==> src/inc/i2sdma_pkg.sv <==
// Constants and carriers of the audio sample DMA and pin handling block
// Contract
// - memory moves only while direction enabled
// - pointer double-buffered, reloaded every word count
// - pointer-taken event on each pointer copy
// - one common word count, 32-bit words
// - 8/16-bit samples packed four/two per word
// - 24-bit sample right-aligned, sign-extended
// - stereo stores left/right pairs, same layout
// - mono receive keeps selected channel only
// - mono transmit sends sample on both halves
// - pins taken whenever module enabled
// - device sets pin directions itself
// - master drives mck, frame, bit, data out
// - slave drives mck and data out only
// - pointer-taken once per word count after start
// - stop ends transfer, stops mck, raises stopped
`default_nettype none
package i2sdma_pkg;
    // ----------
    // Register offsets
    // ----------
    localparam logic [11:0] OFS_START    = 12'h000;
    localparam logic [11:0] OFS_STOP     = 12'h004;
    localparam logic [11:0] OFS_EV_RXPTR = 12'h104;
    localparam logic [11:0] OFS_EV_STOP  = 12'h108;
    localparam logic [11:0] OFS_EV_TXPTR = 12'h114;
    localparam logic [11:0] OFS_ENABLE   = 12'h500;
    localparam logic [11:0] OFS_MODE     = 12'h504;
    localparam logic [11:0] OFS_RXEN     = 12'h508;
    localparam logic [11:0] OFS_TXEN     = 12'h50c;
    localparam logic [11:0] OFS_MCKEN    = 12'h510;
    localparam logic [11:0] OFS_SWIDTH   = 12'h51c;
    localparam logic [11:0] OFS_CHANNELS = 12'h528;
    localparam logic [11:0] OFS_RXPTR    = 12'h538;
    localparam logic [11:0] OFS_TXPTR    = 12'h540;
    localparam logic [11:0] OFS_WORDCNT  = 12'h550;
    localparam logic [11:0] OFS_STATUS   = 12'h600;
    localparam logic [11:0] OFS_PINSEL   = 12'h560;
    localparam int          NUM_PINS     = 5;
    localparam int          CNT_W        = 14;
    localparam logic [31:0] RST_WORD     = 32'h0000_0000;
    // ----------
    // Field codes
    // ----------
    localparam logic [1:0]  SW_8         = 2'h0;
    localparam logic [1:0]  SW_16        = 2'h1;
    localparam logic [1:0]  SW_24        = 2'h2;
    localparam logic [1:0]  CH_STEREO    = 2'h0;
    localparam logic [1:0]  CH_LEFT      = 2'h1;
    localparam logic [1:0]  CH_RIGHT     = 2'h2;
    // ----------
    // Carriers
    // ----------
    typedef struct packed {
        logic        right;
        logic [23:0] data;
    } i2sdma_smp_t;
    typedef struct packed {
        logic master_clock_out;
        logic frame_clock;
        logic sck;
        logic serial_data_output;
    } i2sdma_pins_t;
    typedef struct packed {
        logic sck;
        logic sck_rise;
        logic frame_clock;
        logic serial_data_input;
    } i2sdma_link_t;
    typedef enum logic [1:0] {
        MS_IDLE = 2'b00,
        MS_RD   = 2'b01,
        MS_WR   = 2'b10
    } i2sdma_mst_t;
endpackage
`default_nettype wire

==> src/rtl/i2sdma_core.sv <==
// Sample DMA, sample packing and pin ownership of the audio serial port
//
// Our own choices: the APB register port and the placing of the registers.
`default_nettype none
module i2sdma_core (
    input  wire logic                     clk,
    input  wire logic                     rstn,
    input  wire logic                     ce,
    input  wire logic                     psel,
    input  wire logic                     penable,
    input  wire logic                     pwrite,
    input  wire logic [11:0]              paddr,
    input  wire logic [31:0]              pwdata,
    output logic [31:0]                   prdata,
    output logic                          pready,
    output logic                          pslverr,
    output logic                          mem_req,
    output logic                          mem_we,
    output logic [31:0]                   mem_addr,
    output logic [31:0]                   mem_wdata,
    input  wire logic [31:0]              mem_rdata,
    input  wire logic                     mem_ack,
    output logic                          running,
    output logic                          mck_run,
    output i2sdma_pkg::i2sdma_smp_t       tx_smp,
    output logic                          tx_smp_valid,
    input  wire logic                     tx_smp_ready,
    input  wire i2sdma_pkg::i2sdma_smp_t  rx_smp,
    input  wire logic                     rx_smp_valid,
    output logic                          rx_smp_ready,
    input  wire i2sdma_pkg::i2sdma_pins_t gen_pins,
    output i2sdma_pkg::i2sdma_pins_t      pin_out,
    output i2sdma_pkg::i2sdma_pins_t      pin_oe_n,
    output logic [4:0]                    pin_taken,
    input  wire logic                     sck_pin,
    input  wire logic                     frame_clock_pin,
    input  wire logic                     serial_data_input_pin,
    output i2sdma_pkg::i2sdma_link_t      link
);
    import i2sdma_pkg::*;

    // ----------
    // Helpers
    // ----------
    function automatic logic [1:0] last_lane(input logic [1:0] sw);
        last_lane = (sw == SW_8) ? 2'd3 : (sw == SW_16) ? 2'd1 : 2'd0;
    endfunction

    function automatic logic [23:0] get_smp(input logic [31:0] w, input logic [1:0] ln,
                                            input logic [1:0] sw);
        get_smp = 24'h0;
        unique case (sw)
            SW_8:    get_smp = {16'h0, w[8*ln +: 8]};
            SW_16:   get_smp = {8'h0, w[16*ln[0] +: 16]};
            default: get_smp = w[23:0];
        endcase
    endfunction

    function automatic logic [31:0] put_smp(input logic [31:0] w, input logic [1:0] ln,
                                            input logic [1:0] sw, input logic [23:0] s);
        put_smp = w;
        unique case (sw)
            SW_8:    put_smp[8*ln +: 8] = s[7:0];
            SW_16:   put_smp[16*ln[0] +: 16] = s[15:0];
            default: put_smp = {{8{s[23]}}, s};
        endcase
    endfunction

    // ----------
    // Registers
    // ----------
    logic             enable_ff, slave_ff, receive_enable_ff, transmit_enable_ff, mcken_ff;
    logic [1:0]       sample_width_ff, chan_ff;
    logic [31:0]      rx_buffer_pointer_ff, tx_buffer_pointer_ff;
    logic [CNT_W-1:0] buffer_word_count_ff;
    logic [4:0]       pinsel_ff;
    logic             tx_pointer_taken_event_ff, rx_pointer_taken_event_ff, stopped_ev_ff;
    logic             running_ff;
    logic [31:0]      prdata_ff;
    logic             wr, rd_setup, start_wr, stop_wr;
    logic             tx_reload, rx_reload, start_go;

    assign wr       = psel & penable & pwrite;
    assign rd_setup = psel & ~penable & ~pwrite;
    assign start_wr = wr & (paddr == OFS_START) & pwdata[0];
    assign stop_wr  = wr & (paddr == OFS_STOP) & pwdata[0];
    assign start_go = start_wr & enable_ff;
    assign pready   = penable;

    always_comb begin
        pslverr = 1'b0;
        unique case (paddr)
            OFS_START, OFS_STOP, OFS_EV_RXPTR, OFS_EV_STOP, OFS_EV_TXPTR, OFS_ENABLE,
            OFS_MODE, OFS_RXEN, OFS_TXEN, OFS_MCKEN, OFS_SWIDTH, OFS_CHANNELS,
            OFS_RXPTR, OFS_TXPTR, OFS_WORDCNT, OFS_STATUS, OFS_PINSEL: pslverr = 1'b0;
            default: pslverr = psel & penable;
        endcase
    end

    always_ff @(posedge clk or negedge rstn) begin
        if (!rstn) begin
            enable_ff            <= 1'b0;
            slave_ff             <= 1'b0;
            receive_enable_ff    <= 1'b0;
            transmit_enable_ff   <= 1'b0;
            mcken_ff             <= 1'b0;
            sample_width_ff      <= SW_8;
            chan_ff              <= CH_STEREO;
            rx_buffer_pointer_ff <= RST_WORD;
            tx_buffer_pointer_ff <= RST_WORD;
            buffer_word_count_ff <= '0;
            pinsel_ff            <= '0;
        end else if (ce && wr) begin
            unique case (paddr)
                OFS_ENABLE:   enable_ff <= pwdata[0];
                OFS_MODE:     slave_ff <= pwdata[0];
                OFS_RXEN:     receive_enable_ff <= pwdata[0];
                OFS_TXEN:     transmit_enable_ff <= pwdata[0];
                OFS_MCKEN:    mcken_ff <= pwdata[0];
                OFS_SWIDTH:   sample_width_ff <= pwdata[1:0];
                OFS_CHANNELS: chan_ff <= pwdata[1:0];
                OFS_RXPTR:    rx_buffer_pointer_ff <= pwdata;
                OFS_TXPTR:    tx_buffer_pointer_ff <= pwdata;
                OFS_WORDCNT:  buffer_word_count_ff <= pwdata[CNT_W-1:0];
                OFS_PINSEL:   pinsel_ff <= pwdata[4:0];
                default:      ;
            endcase
        end
    end

    // Hardware set wins over a software clear in the same cycle
    always_ff @(posedge clk or negedge rstn) begin
        if (!rstn) begin
            tx_pointer_taken_event_ff <= 1'b0;
            rx_pointer_taken_event_ff <= 1'b0;
            stopped_ev_ff             <= 1'b0;
        end else if (ce) begin
            if (tx_reload || (start_go && transmit_enable_ff))
                tx_pointer_taken_event_ff <= 1'b1;
            else if (wr && paddr == OFS_EV_TXPTR && !pwdata[0])
                tx_pointer_taken_event_ff <= 1'b0;
            if (rx_reload || (start_go && receive_enable_ff))
                rx_pointer_taken_event_ff <= 1'b1;
            else if (wr && paddr == OFS_EV_RXPTR && !pwdata[0])
                rx_pointer_taken_event_ff <= 1'b0;
            if (stop_wr)
                stopped_ev_ff <= 1'b1;
            else if (wr && paddr == OFS_EV_STOP && !pwdata[0])
                stopped_ev_ff <= 1'b0;
        end
    end

    always_ff @(posedge clk or negedge rstn) begin
        if (!rstn) begin
            running_ff <= 1'b0;
        end else if (ce) begin
            if (stop_wr || !enable_ff)
                running_ff <= 1'b0;
            else if (start_go)
                running_ff <= 1'b1;
        end
    end

    always_ff @(posedge clk or negedge rstn) begin
        if (!rstn) begin
            prdata_ff <= RST_WORD;
        end else if (ce && rd_setup) begin
            unique case (paddr)
                OFS_EV_RXPTR: prdata_ff <= {31'h0, rx_pointer_taken_event_ff};
                OFS_EV_STOP:  prdata_ff <= {31'h0, stopped_ev_ff};
                OFS_EV_TXPTR: prdata_ff <= {31'h0, tx_pointer_taken_event_ff};
                OFS_ENABLE:   prdata_ff <= {31'h0, enable_ff};
                OFS_MODE:     prdata_ff <= {31'h0, slave_ff};
                OFS_RXEN:     prdata_ff <= {31'h0, receive_enable_ff};
                OFS_TXEN:     prdata_ff <= {31'h0, transmit_enable_ff};
                OFS_MCKEN:    prdata_ff <= {31'h0, mcken_ff};
                OFS_SWIDTH:   prdata_ff <= {30'h0, sample_width_ff};
                OFS_CHANNELS: prdata_ff <= {30'h0, chan_ff};
                OFS_RXPTR:    prdata_ff <= rx_buffer_pointer_ff;
                OFS_TXPTR:    prdata_ff <= tx_buffer_pointer_ff;
                OFS_WORDCNT:  prdata_ff <= {{(32-CNT_W){1'b0}}, buffer_word_count_ff};
                OFS_STATUS:   prdata_ff <= {31'h0, running_ff};
                OFS_PINSEL:   prdata_ff <= {27'h0, pinsel_ff};
                default:      prdata_ff <= RST_WORD;
            endcase
        end
    end
    assign prdata = prdata_ff;

    // ----------
    // Sample packing
    // ----------
    logic [31:0] tx_word_ff, rx_word_ff;
    logic [1:0]  tx_lane_ff, rx_lane_ff;
    logic        tx_have_ff, tx_rep_ff, rx_full_ff;
    logic        tx_take, rx_take, rx_keep, stereo;
    logic        tx_fetched, rx_stored;

    assign stereo       = (chan_ff == CH_STEREO);
    assign tx_smp_valid = tx_have_ff;
    assign tx_smp.data  = get_smp(tx_word_ff, tx_lane_ff, sample_width_ff);
    assign tx_smp.right = tx_rep_ff;
    assign tx_take      = tx_have_ff & tx_smp_ready;
    assign rx_smp_ready = running_ff & receive_enable_ff & ~rx_full_ff;
    assign rx_take      = rx_smp_valid & rx_smp_ready;
    assign rx_keep      = stereo | (rx_smp.right == (chan_ff == CH_RIGHT));

    // Stereo walks lanes as left/right pairs; mono repeats each lane twice
    always_ff @(posedge clk or negedge rstn) begin
        if (!rstn) begin
            tx_word_ff <= RST_WORD;
            tx_lane_ff <= 2'd0;
            tx_have_ff <= 1'b0;
            tx_rep_ff  <= 1'b0;
        end else if (ce) begin
            if (!running_ff) begin
                tx_have_ff <= 1'b0;
                tx_lane_ff <= 2'd0;
                tx_rep_ff  <= 1'b0;
            end else if (tx_fetched) begin
                tx_word_ff <= mem_rdata;
                tx_have_ff <= 1'b1;
                tx_lane_ff <= 2'd0;
            end else if (tx_take) begin
                tx_rep_ff <= ~tx_rep_ff;
                if (stereo || tx_rep_ff) begin
                    if (tx_lane_ff == last_lane(sample_width_ff))
                        tx_have_ff <= 1'b0;
                    tx_lane_ff <= tx_lane_ff + 2'd1;
                end
            end
        end
    end

    always_ff @(posedge clk or negedge rstn) begin
        if (!rstn) begin
            rx_word_ff <= RST_WORD;
            rx_lane_ff <= 2'd0;
            rx_full_ff <= 1'b0;
        end else if (ce) begin
            if (!running_ff) begin
                rx_full_ff <= 1'b0;
                rx_lane_ff <= 2'd0;
            end else if (rx_stored) begin
                rx_full_ff <= 1'b0;
            end else if (rx_take && rx_keep) begin
                rx_word_ff <= put_smp(rx_word_ff, rx_lane_ff, sample_width_ff,
                                      rx_smp.data);
                if (rx_lane_ff == last_lane(sample_width_ff)) begin
                    rx_full_ff <= 1'b1;
                    rx_lane_ff <= 2'd0;
                end else begin
                    rx_lane_ff <= rx_lane_ff + 2'd1;
                end
            end
        end
    end

    // ----------
    // Memory master and pointer double buffers
    // ----------
    i2sdma_mst_t      mst_ff;
    logic [31:0]      tx_act_ptr_ff, rx_act_ptr_ff;
    logic [CNT_W-1:0] tx_cnt_ff, rx_cnt_ff;
    logic             tx_last, rx_last;

    assign tx_fetched = (mst_ff == MS_RD) & mem_ack;
    assign rx_stored  = (mst_ff == MS_WR) & mem_ack;
    assign tx_last    = (tx_cnt_ff + 1'b1) >= buffer_word_count_ff;
    assign rx_last    = (rx_cnt_ff + 1'b1) >= buffer_word_count_ff;
    assign tx_reload  = tx_fetched & tx_last;
    assign rx_reload  = rx_stored & rx_last;

    // Writes go first at idle, so received audio waits at most for a fetch already under way
    always_ff @(posedge clk or negedge rstn) begin
        if (!rstn) begin
            mst_ff <= MS_IDLE;
        end else if (ce) begin
            unique case (mst_ff)
                MS_IDLE: begin
                    if (running_ff && receive_enable_ff && rx_full_ff)
                        mst_ff <= MS_WR;
                    else if (running_ff && transmit_enable_ff && !tx_have_ff)
                        mst_ff <= MS_RD;
                end
                MS_RD, MS_WR: begin
                    if (mem_ack)
                        mst_ff <= MS_IDLE;
                end
                default: mst_ff <= MS_IDLE;
            endcase
        end
    end

    always_ff @(posedge clk or negedge rstn) begin
        if (!rstn) begin
            tx_act_ptr_ff <= RST_WORD;
            rx_act_ptr_ff <= RST_WORD;
            tx_cnt_ff     <= '0;
            rx_cnt_ff     <= '0;
        end else if (ce) begin
            if (start_go) begin
                tx_act_ptr_ff <= tx_buffer_pointer_ff;
                rx_act_ptr_ff <= rx_buffer_pointer_ff;
                tx_cnt_ff     <= '0;
                rx_cnt_ff     <= '0;
            end else begin
                if (tx_reload) begin
                    tx_act_ptr_ff <= tx_buffer_pointer_ff;
                    tx_cnt_ff     <= '0;
                end else if (tx_fetched) begin
                    tx_cnt_ff <= tx_cnt_ff + 1'b1;
                end
                if (rx_reload) begin
                    rx_act_ptr_ff <= rx_buffer_pointer_ff;
                    rx_cnt_ff     <= '0;
                end else if (rx_stored) begin
                    rx_cnt_ff <= rx_cnt_ff + 1'b1;
                end
            end
        end
    end

    assign mem_req   = (mst_ff != MS_IDLE);
    assign mem_we    = (mst_ff == MS_WR);
    assign mem_addr  = mem_we ? rx_act_ptr_ff + {{(30-CNT_W){1'b0}}, rx_cnt_ff, 2'b00}
                              : tx_act_ptr_ff + {{(30-CNT_W){1'b0}}, tx_cnt_ff, 2'b00};
    assign mem_wdata = rx_word_ff;
    assign running   = running_ff;
    assign mck_run   = running_ff & mcken_ff;

    // ----------
    // Pins
    // ----------
    logic [2:0] sck_s1_ff, sck_s2_ff;
    logic       sck_d_ff;

    // Output enables are low while driving; a disabled port releases all
    always_comb begin
        pin_oe_n.master_clock_out                = ~enable_ff;
        pin_oe_n.serial_data_output = ~enable_ff;
        pin_oe_n.frame_clock        = ~(enable_ff & ~slave_ff);
        pin_oe_n.sck                = ~(enable_ff & ~slave_ff);
        pin_out.master_clock_out                 = gen_pins.master_clock_out & mck_run;
        pin_out.frame_clock         = gen_pins.frame_clock & running_ff;
        pin_out.sck                 = gen_pins.sck & running_ff;
        pin_out.serial_data_output  = gen_pins.serial_data_output & running_ff;
    end
    assign pin_taken = enable_ff ? pinsel_ff : 5'h0;

    always_ff @(posedge clk or negedge rstn) begin
        if (!rstn) begin
            sck_s1_ff <= 3'h0;
            sck_s2_ff <= 3'h0;
            sck_d_ff  <= 1'b0;
        end else if (ce) begin
            sck_s1_ff <= {sck_pin, frame_clock_pin, serial_data_input_pin};
            sck_s2_ff <= sck_s1_ff;
            sck_d_ff  <= sck_s2_ff[2];
        end
    end
    assign link.sck               = sck_s2_ff[2];
    assign link.sck_rise          = sck_s2_ff[2] & ~sck_d_ff;
    assign link.frame_clock       = sck_s2_ff[1];
    assign link.serial_data_input = sck_s2_ff[0];
endmodule
`default_nettype wire

==> config.mk <==
export PLATFORM = sky130hd
export DESIGN_NAME = i2sdma_core
export DESIGN_NICKNAME = d
export VERILOG_FILES = /design/src/inc/i2sdma_pkg.sv /design/src/rtl/i2sdma_core.sv
export SDC_FILE = /design/constraint.sdc
export NUM_CORES = 1
export LEC_CHECK = 0
export BUFFER_PORTS_ARGS = -buffer_cell sky130_fd_sc_hd__buf_2
export CAP_MARGIN = 40
export CORE_ASPECT_RATIO = 2
export CORE_UTILIZATION = 45
export CTS_CLUSTER_DIAMETER = 100
export DETAILED_ROUTE_END_ITERATION = 8
export GPL_ROUTABILITY_DRIVEN = 1
export PLACE_DENSITY = 0.78
export SLEW_MARGIN = 0
export SYNTH_ARGS = -nofsm -noshare
export SYNTH_HDL_FRONTEND = slang
export SYNTH_SLANG_ARGS = --single-unit
==> constraint.sdc <==
create_clock -name clk -period 4.1 [get_ports clk]
set_input_delay 0.82 -clock clk [delete_from_list [all_inputs] [get_ports clk]]
set_output_delay 0.82 -clock clk [all_outputs]
set_load 0.02 [all_outputs]
==> results.tsv <==
metric	value	unit
status	complete, no violations	
HP Class	in2async	
element type at the critical path start	flop	
maximum root-to-sink buffer count	3	
Post-synth EDFFs	0	
vias in the first global route	15810	
Syn Area/Cell	10.09	um2
GRT overflow	0	
Total Wirelength	59990	um
post-synthesis simple-gate area fraction	13.99	%
PortBufs	262	
ys async rst share	100.0	%
commonest non-fill, non-tap cell in the layout	dfrtp_1	
initial core utilization	45.66	%
f_max	0.2518	GHz
core area	37910	um2
Clock Latency Late Sink	0.59	ns
gr usage total	30.67	%
Pre-Repair DR Iteration Count	8	
sequential area share after synthesis	43.37	%
Clock Skews	0.01393	ns
Post-CTS Hold Fix Bufs	0	
Rows	101	
max-slew violations	0	
pin count of the biggest net entering global routing	85	
post-synthesis adder-cell area fraction	5.002	%
HPWL Detailed	44370	um
time the worst path needs with I/O delays and setup	3.972	ns
RSZ-0062 raised after global routing	yes	
DR WL/cell	24.44	um
Die Area	39300	um2
complex-gate fraction of the synthesized area	16.60	%
final net count	2154	
Netlist cell types	75	
Tcrit/Tclk final	96.87	%
global-route wire length before repair	91320	um
RR Endpoint	rx_act_ptr_ff[7]$_DFFE_PN0P_	
Worst Max-Slew Pin Slew	0.8516	ns
GP Congestion	0.9694	
die width	140.7	um
number of routed nets with antenna violations	0	
Critical Path RT	3.28	ns
worst hold margin	0.2446	ns
RR Startpoint	rx_cnt_ff[0]$_DFFE_PN0P_	
H-tree depth	1	
reg2reg path depth	13	
total power	0.007800	W
Critical Path End Type	primary output	
mux cell area share after synthesis	14.38	%
final hold viol count	0	
post-synthesis xor/xnor area fraction	2.935	%
largest family of logic cells by synthesized area	compound AO/OA/AOI/OAI gates	
die span in y	279.4	um
Worst-path clk slew	0.06	ns
Via Count	15280	
Critical Setup Path Class	reg2out	
pwr dens	380.9	nW/um2
Remaining DRCs	0	
Max VDD drop	472.5	uV
Yosys reg bits	300	
yosys warns	0	
Net Count, Synth	1901	
CTS root buffer	clkbuf_16	
DR iter-0 viols	905	
CTS sink cnt	300	
Gate Count Post-Synth	1716	
Inserted Clock Buffers	29	
most frequent cells in the layout	dfrtp_1, buf_2, mux2_2	
crit-path max FO	5	
Leak	9.836	nW
max-cap violations	0	
initial antenna violation count	6	
share of cells above drive strength 1	29.31	%
slew margin rel.	43.23	%
P&R area growth vs syn	18.29	%
Synth Flop Type	dfrtp_1	
CTS tree	done	
Synth Cell Area	17310	um2
final setup vio count	0	
I/O Pins	263	
via-per-instance ratio	6.227	
Arr. time, crit path	3.15	ns
R2R setup slack	0.24	ns
Filler Cell Count	3301	
layer usage:
layer / vias to the layer above / track usage [%] / wire length, um
met5: - / 0 / 34
met4: 4 / 28.93 / 6476
met3: 250 / 5.709 / 3941
met2: 728 / 55.29 / 30740
met1: 7450 / 28.81 / 18790
li1: 6848 / - / -
sequential cells by signal, indices dropped and copies added, names as in the netlist, 2 cells and up:
name / cells
tx_lane_ff: 2
buffer_word_count_ff: 14
sck_s1_ff: 3
rx_act_ptr_ff: 32
tx_buffer_pointer_ff: 32
pinsel_ff: 5
tx_cnt_ff: 14
rx_buffer_pointer_ff: 32
sck_s2_ff: 3
tx_act_ptr_ff: 32
prdata: 32
chan_ff: 2
sample_width_ff: 2
rx_cnt_ff: 14
rx_lane_ff: 2
mem_wdata: 32
tx_word_ff: 32
mst_ff: 2
report_power, final:
part | leakage (nW) | internal (W) | switching (W)
logic | 5.41 | 0.000572 | 0.000865
registers | 3.94 | 0.00322 | 0.000269
clock network | 0.486 | 0.00166 | 0.00122
total | 9.84 | 0.00544 | 0.00236
worst max path at each step:
| stage | from | end | depth (start not counted) |
|---|---|---|---|
| 3_5_place_dp | rx_cnt_ff[0]$_DFFE_PN0P_ | rx_act_ptr_ff[14]$_DFFE_PN0P_ | 12 |
| 6_report | rx_act_ptr_ff[7]$_DFFE_PN0P_ | mem_addr[14] | 9 |
| 3_3_place_gp | rx_cnt_ff[2]$_DFFE_PN0P_ | mem_addr[31] | 9 |
| 5_1_grt | rx_cnt_ff[4]$_DFFE_PN0P_ | mem_addr[31] | 10 |
| 4_1_cts | rx_act_ptr_ff[14]$_DFFE_PN0P_ | mem_addr[30] | 8 |
| 2_1_floorplan | tx_cnt_ff[2]$_DFFE_PN0P_ | tx_act_ptr_ff[10]$_DFFE_PN0P_ | 13 |
cell families after synthesis:
kind of cell    Yosys count
simple gates            483
compound gates          427
flops                   300
mux                     224
buf+inv                 156
fa+ha+maj                68
xor+xnor                 58
critical path: stages (launching register included):
cell and delay [ns]:
dfrtp_1 0.54, ha_2 0.38, o211ai_1 0.16, a21oi_4 0.07, buf_4 0.14, o211ai_1 0.17
a21oi_1 0.11, or4b_2 0.60, and3_1 0.22, buf_2 0.18
cell type report:
cell class / count / area (um2) / area share, %
Multi-Input combinational cell: 1260 / 9366 / 45.74
Sequential cell: 300 / 7512 / 36.69
Timing Repair Buffer: 316 / 1775 / 8.670
Clock buffer: 34 / 764.5 / 3.733
Tap cell: 463 / 579.3 / 2.829
Clock inverter: 17 / 241.5 / 1.179
Inverter: 62 / 232.7 / 1.137
Antenna cell: 2 / 5.005 / 0.02444
Yosys cell counts (all sizes together), types with 25 or more instances:
cell	number	area [um2]
nor2	93	354.1
nor2b	26	162.7
a21oi	64	320.3
nand3	69	345.3
a221oi	27	236.5
mux2	197	2218
mux2i	27	270.3
nand2	153	574.3
o21ai	135	679.4
buf	33	182.7
xnor2	40	350.3
inv	62	232.7
ha	66	825.8
and2	25	156.4
a31oi	25	156.4
dfrtp	300	7507
clkbuf	61	230.2
per-stage QoR:
stage / worst slack (ns) / instances / setup TNS (ns) / area, um2 / utilization [%]
2_1_floorplan: 0.6042 / 1716 / 0 / 17310 / -
3_3_place_gp: 0.005661 / 2388 / 0 / 19200 / 50.63
3_5_place_dp: 0.3193 / 2391 / 0 / 19210 / 50.68
4_1_cts: -0.01440 / 2445 / -0.01440 / 20290 / 53.51
5_1_grt: -0.01383 / 2454 / -0.02192 / 20480 / 54.01
6_report: 0.1281 / 2454 / 0 / 20480 / 54.01
what timing repair did:
item | CTS | global route
setup buffers | 3 | 6
setup endpoints to repair | 13 | 16
gates resized for setup | 16 | 28
pin swaps | 3 | 8
(Power assumes the default switching activity.)
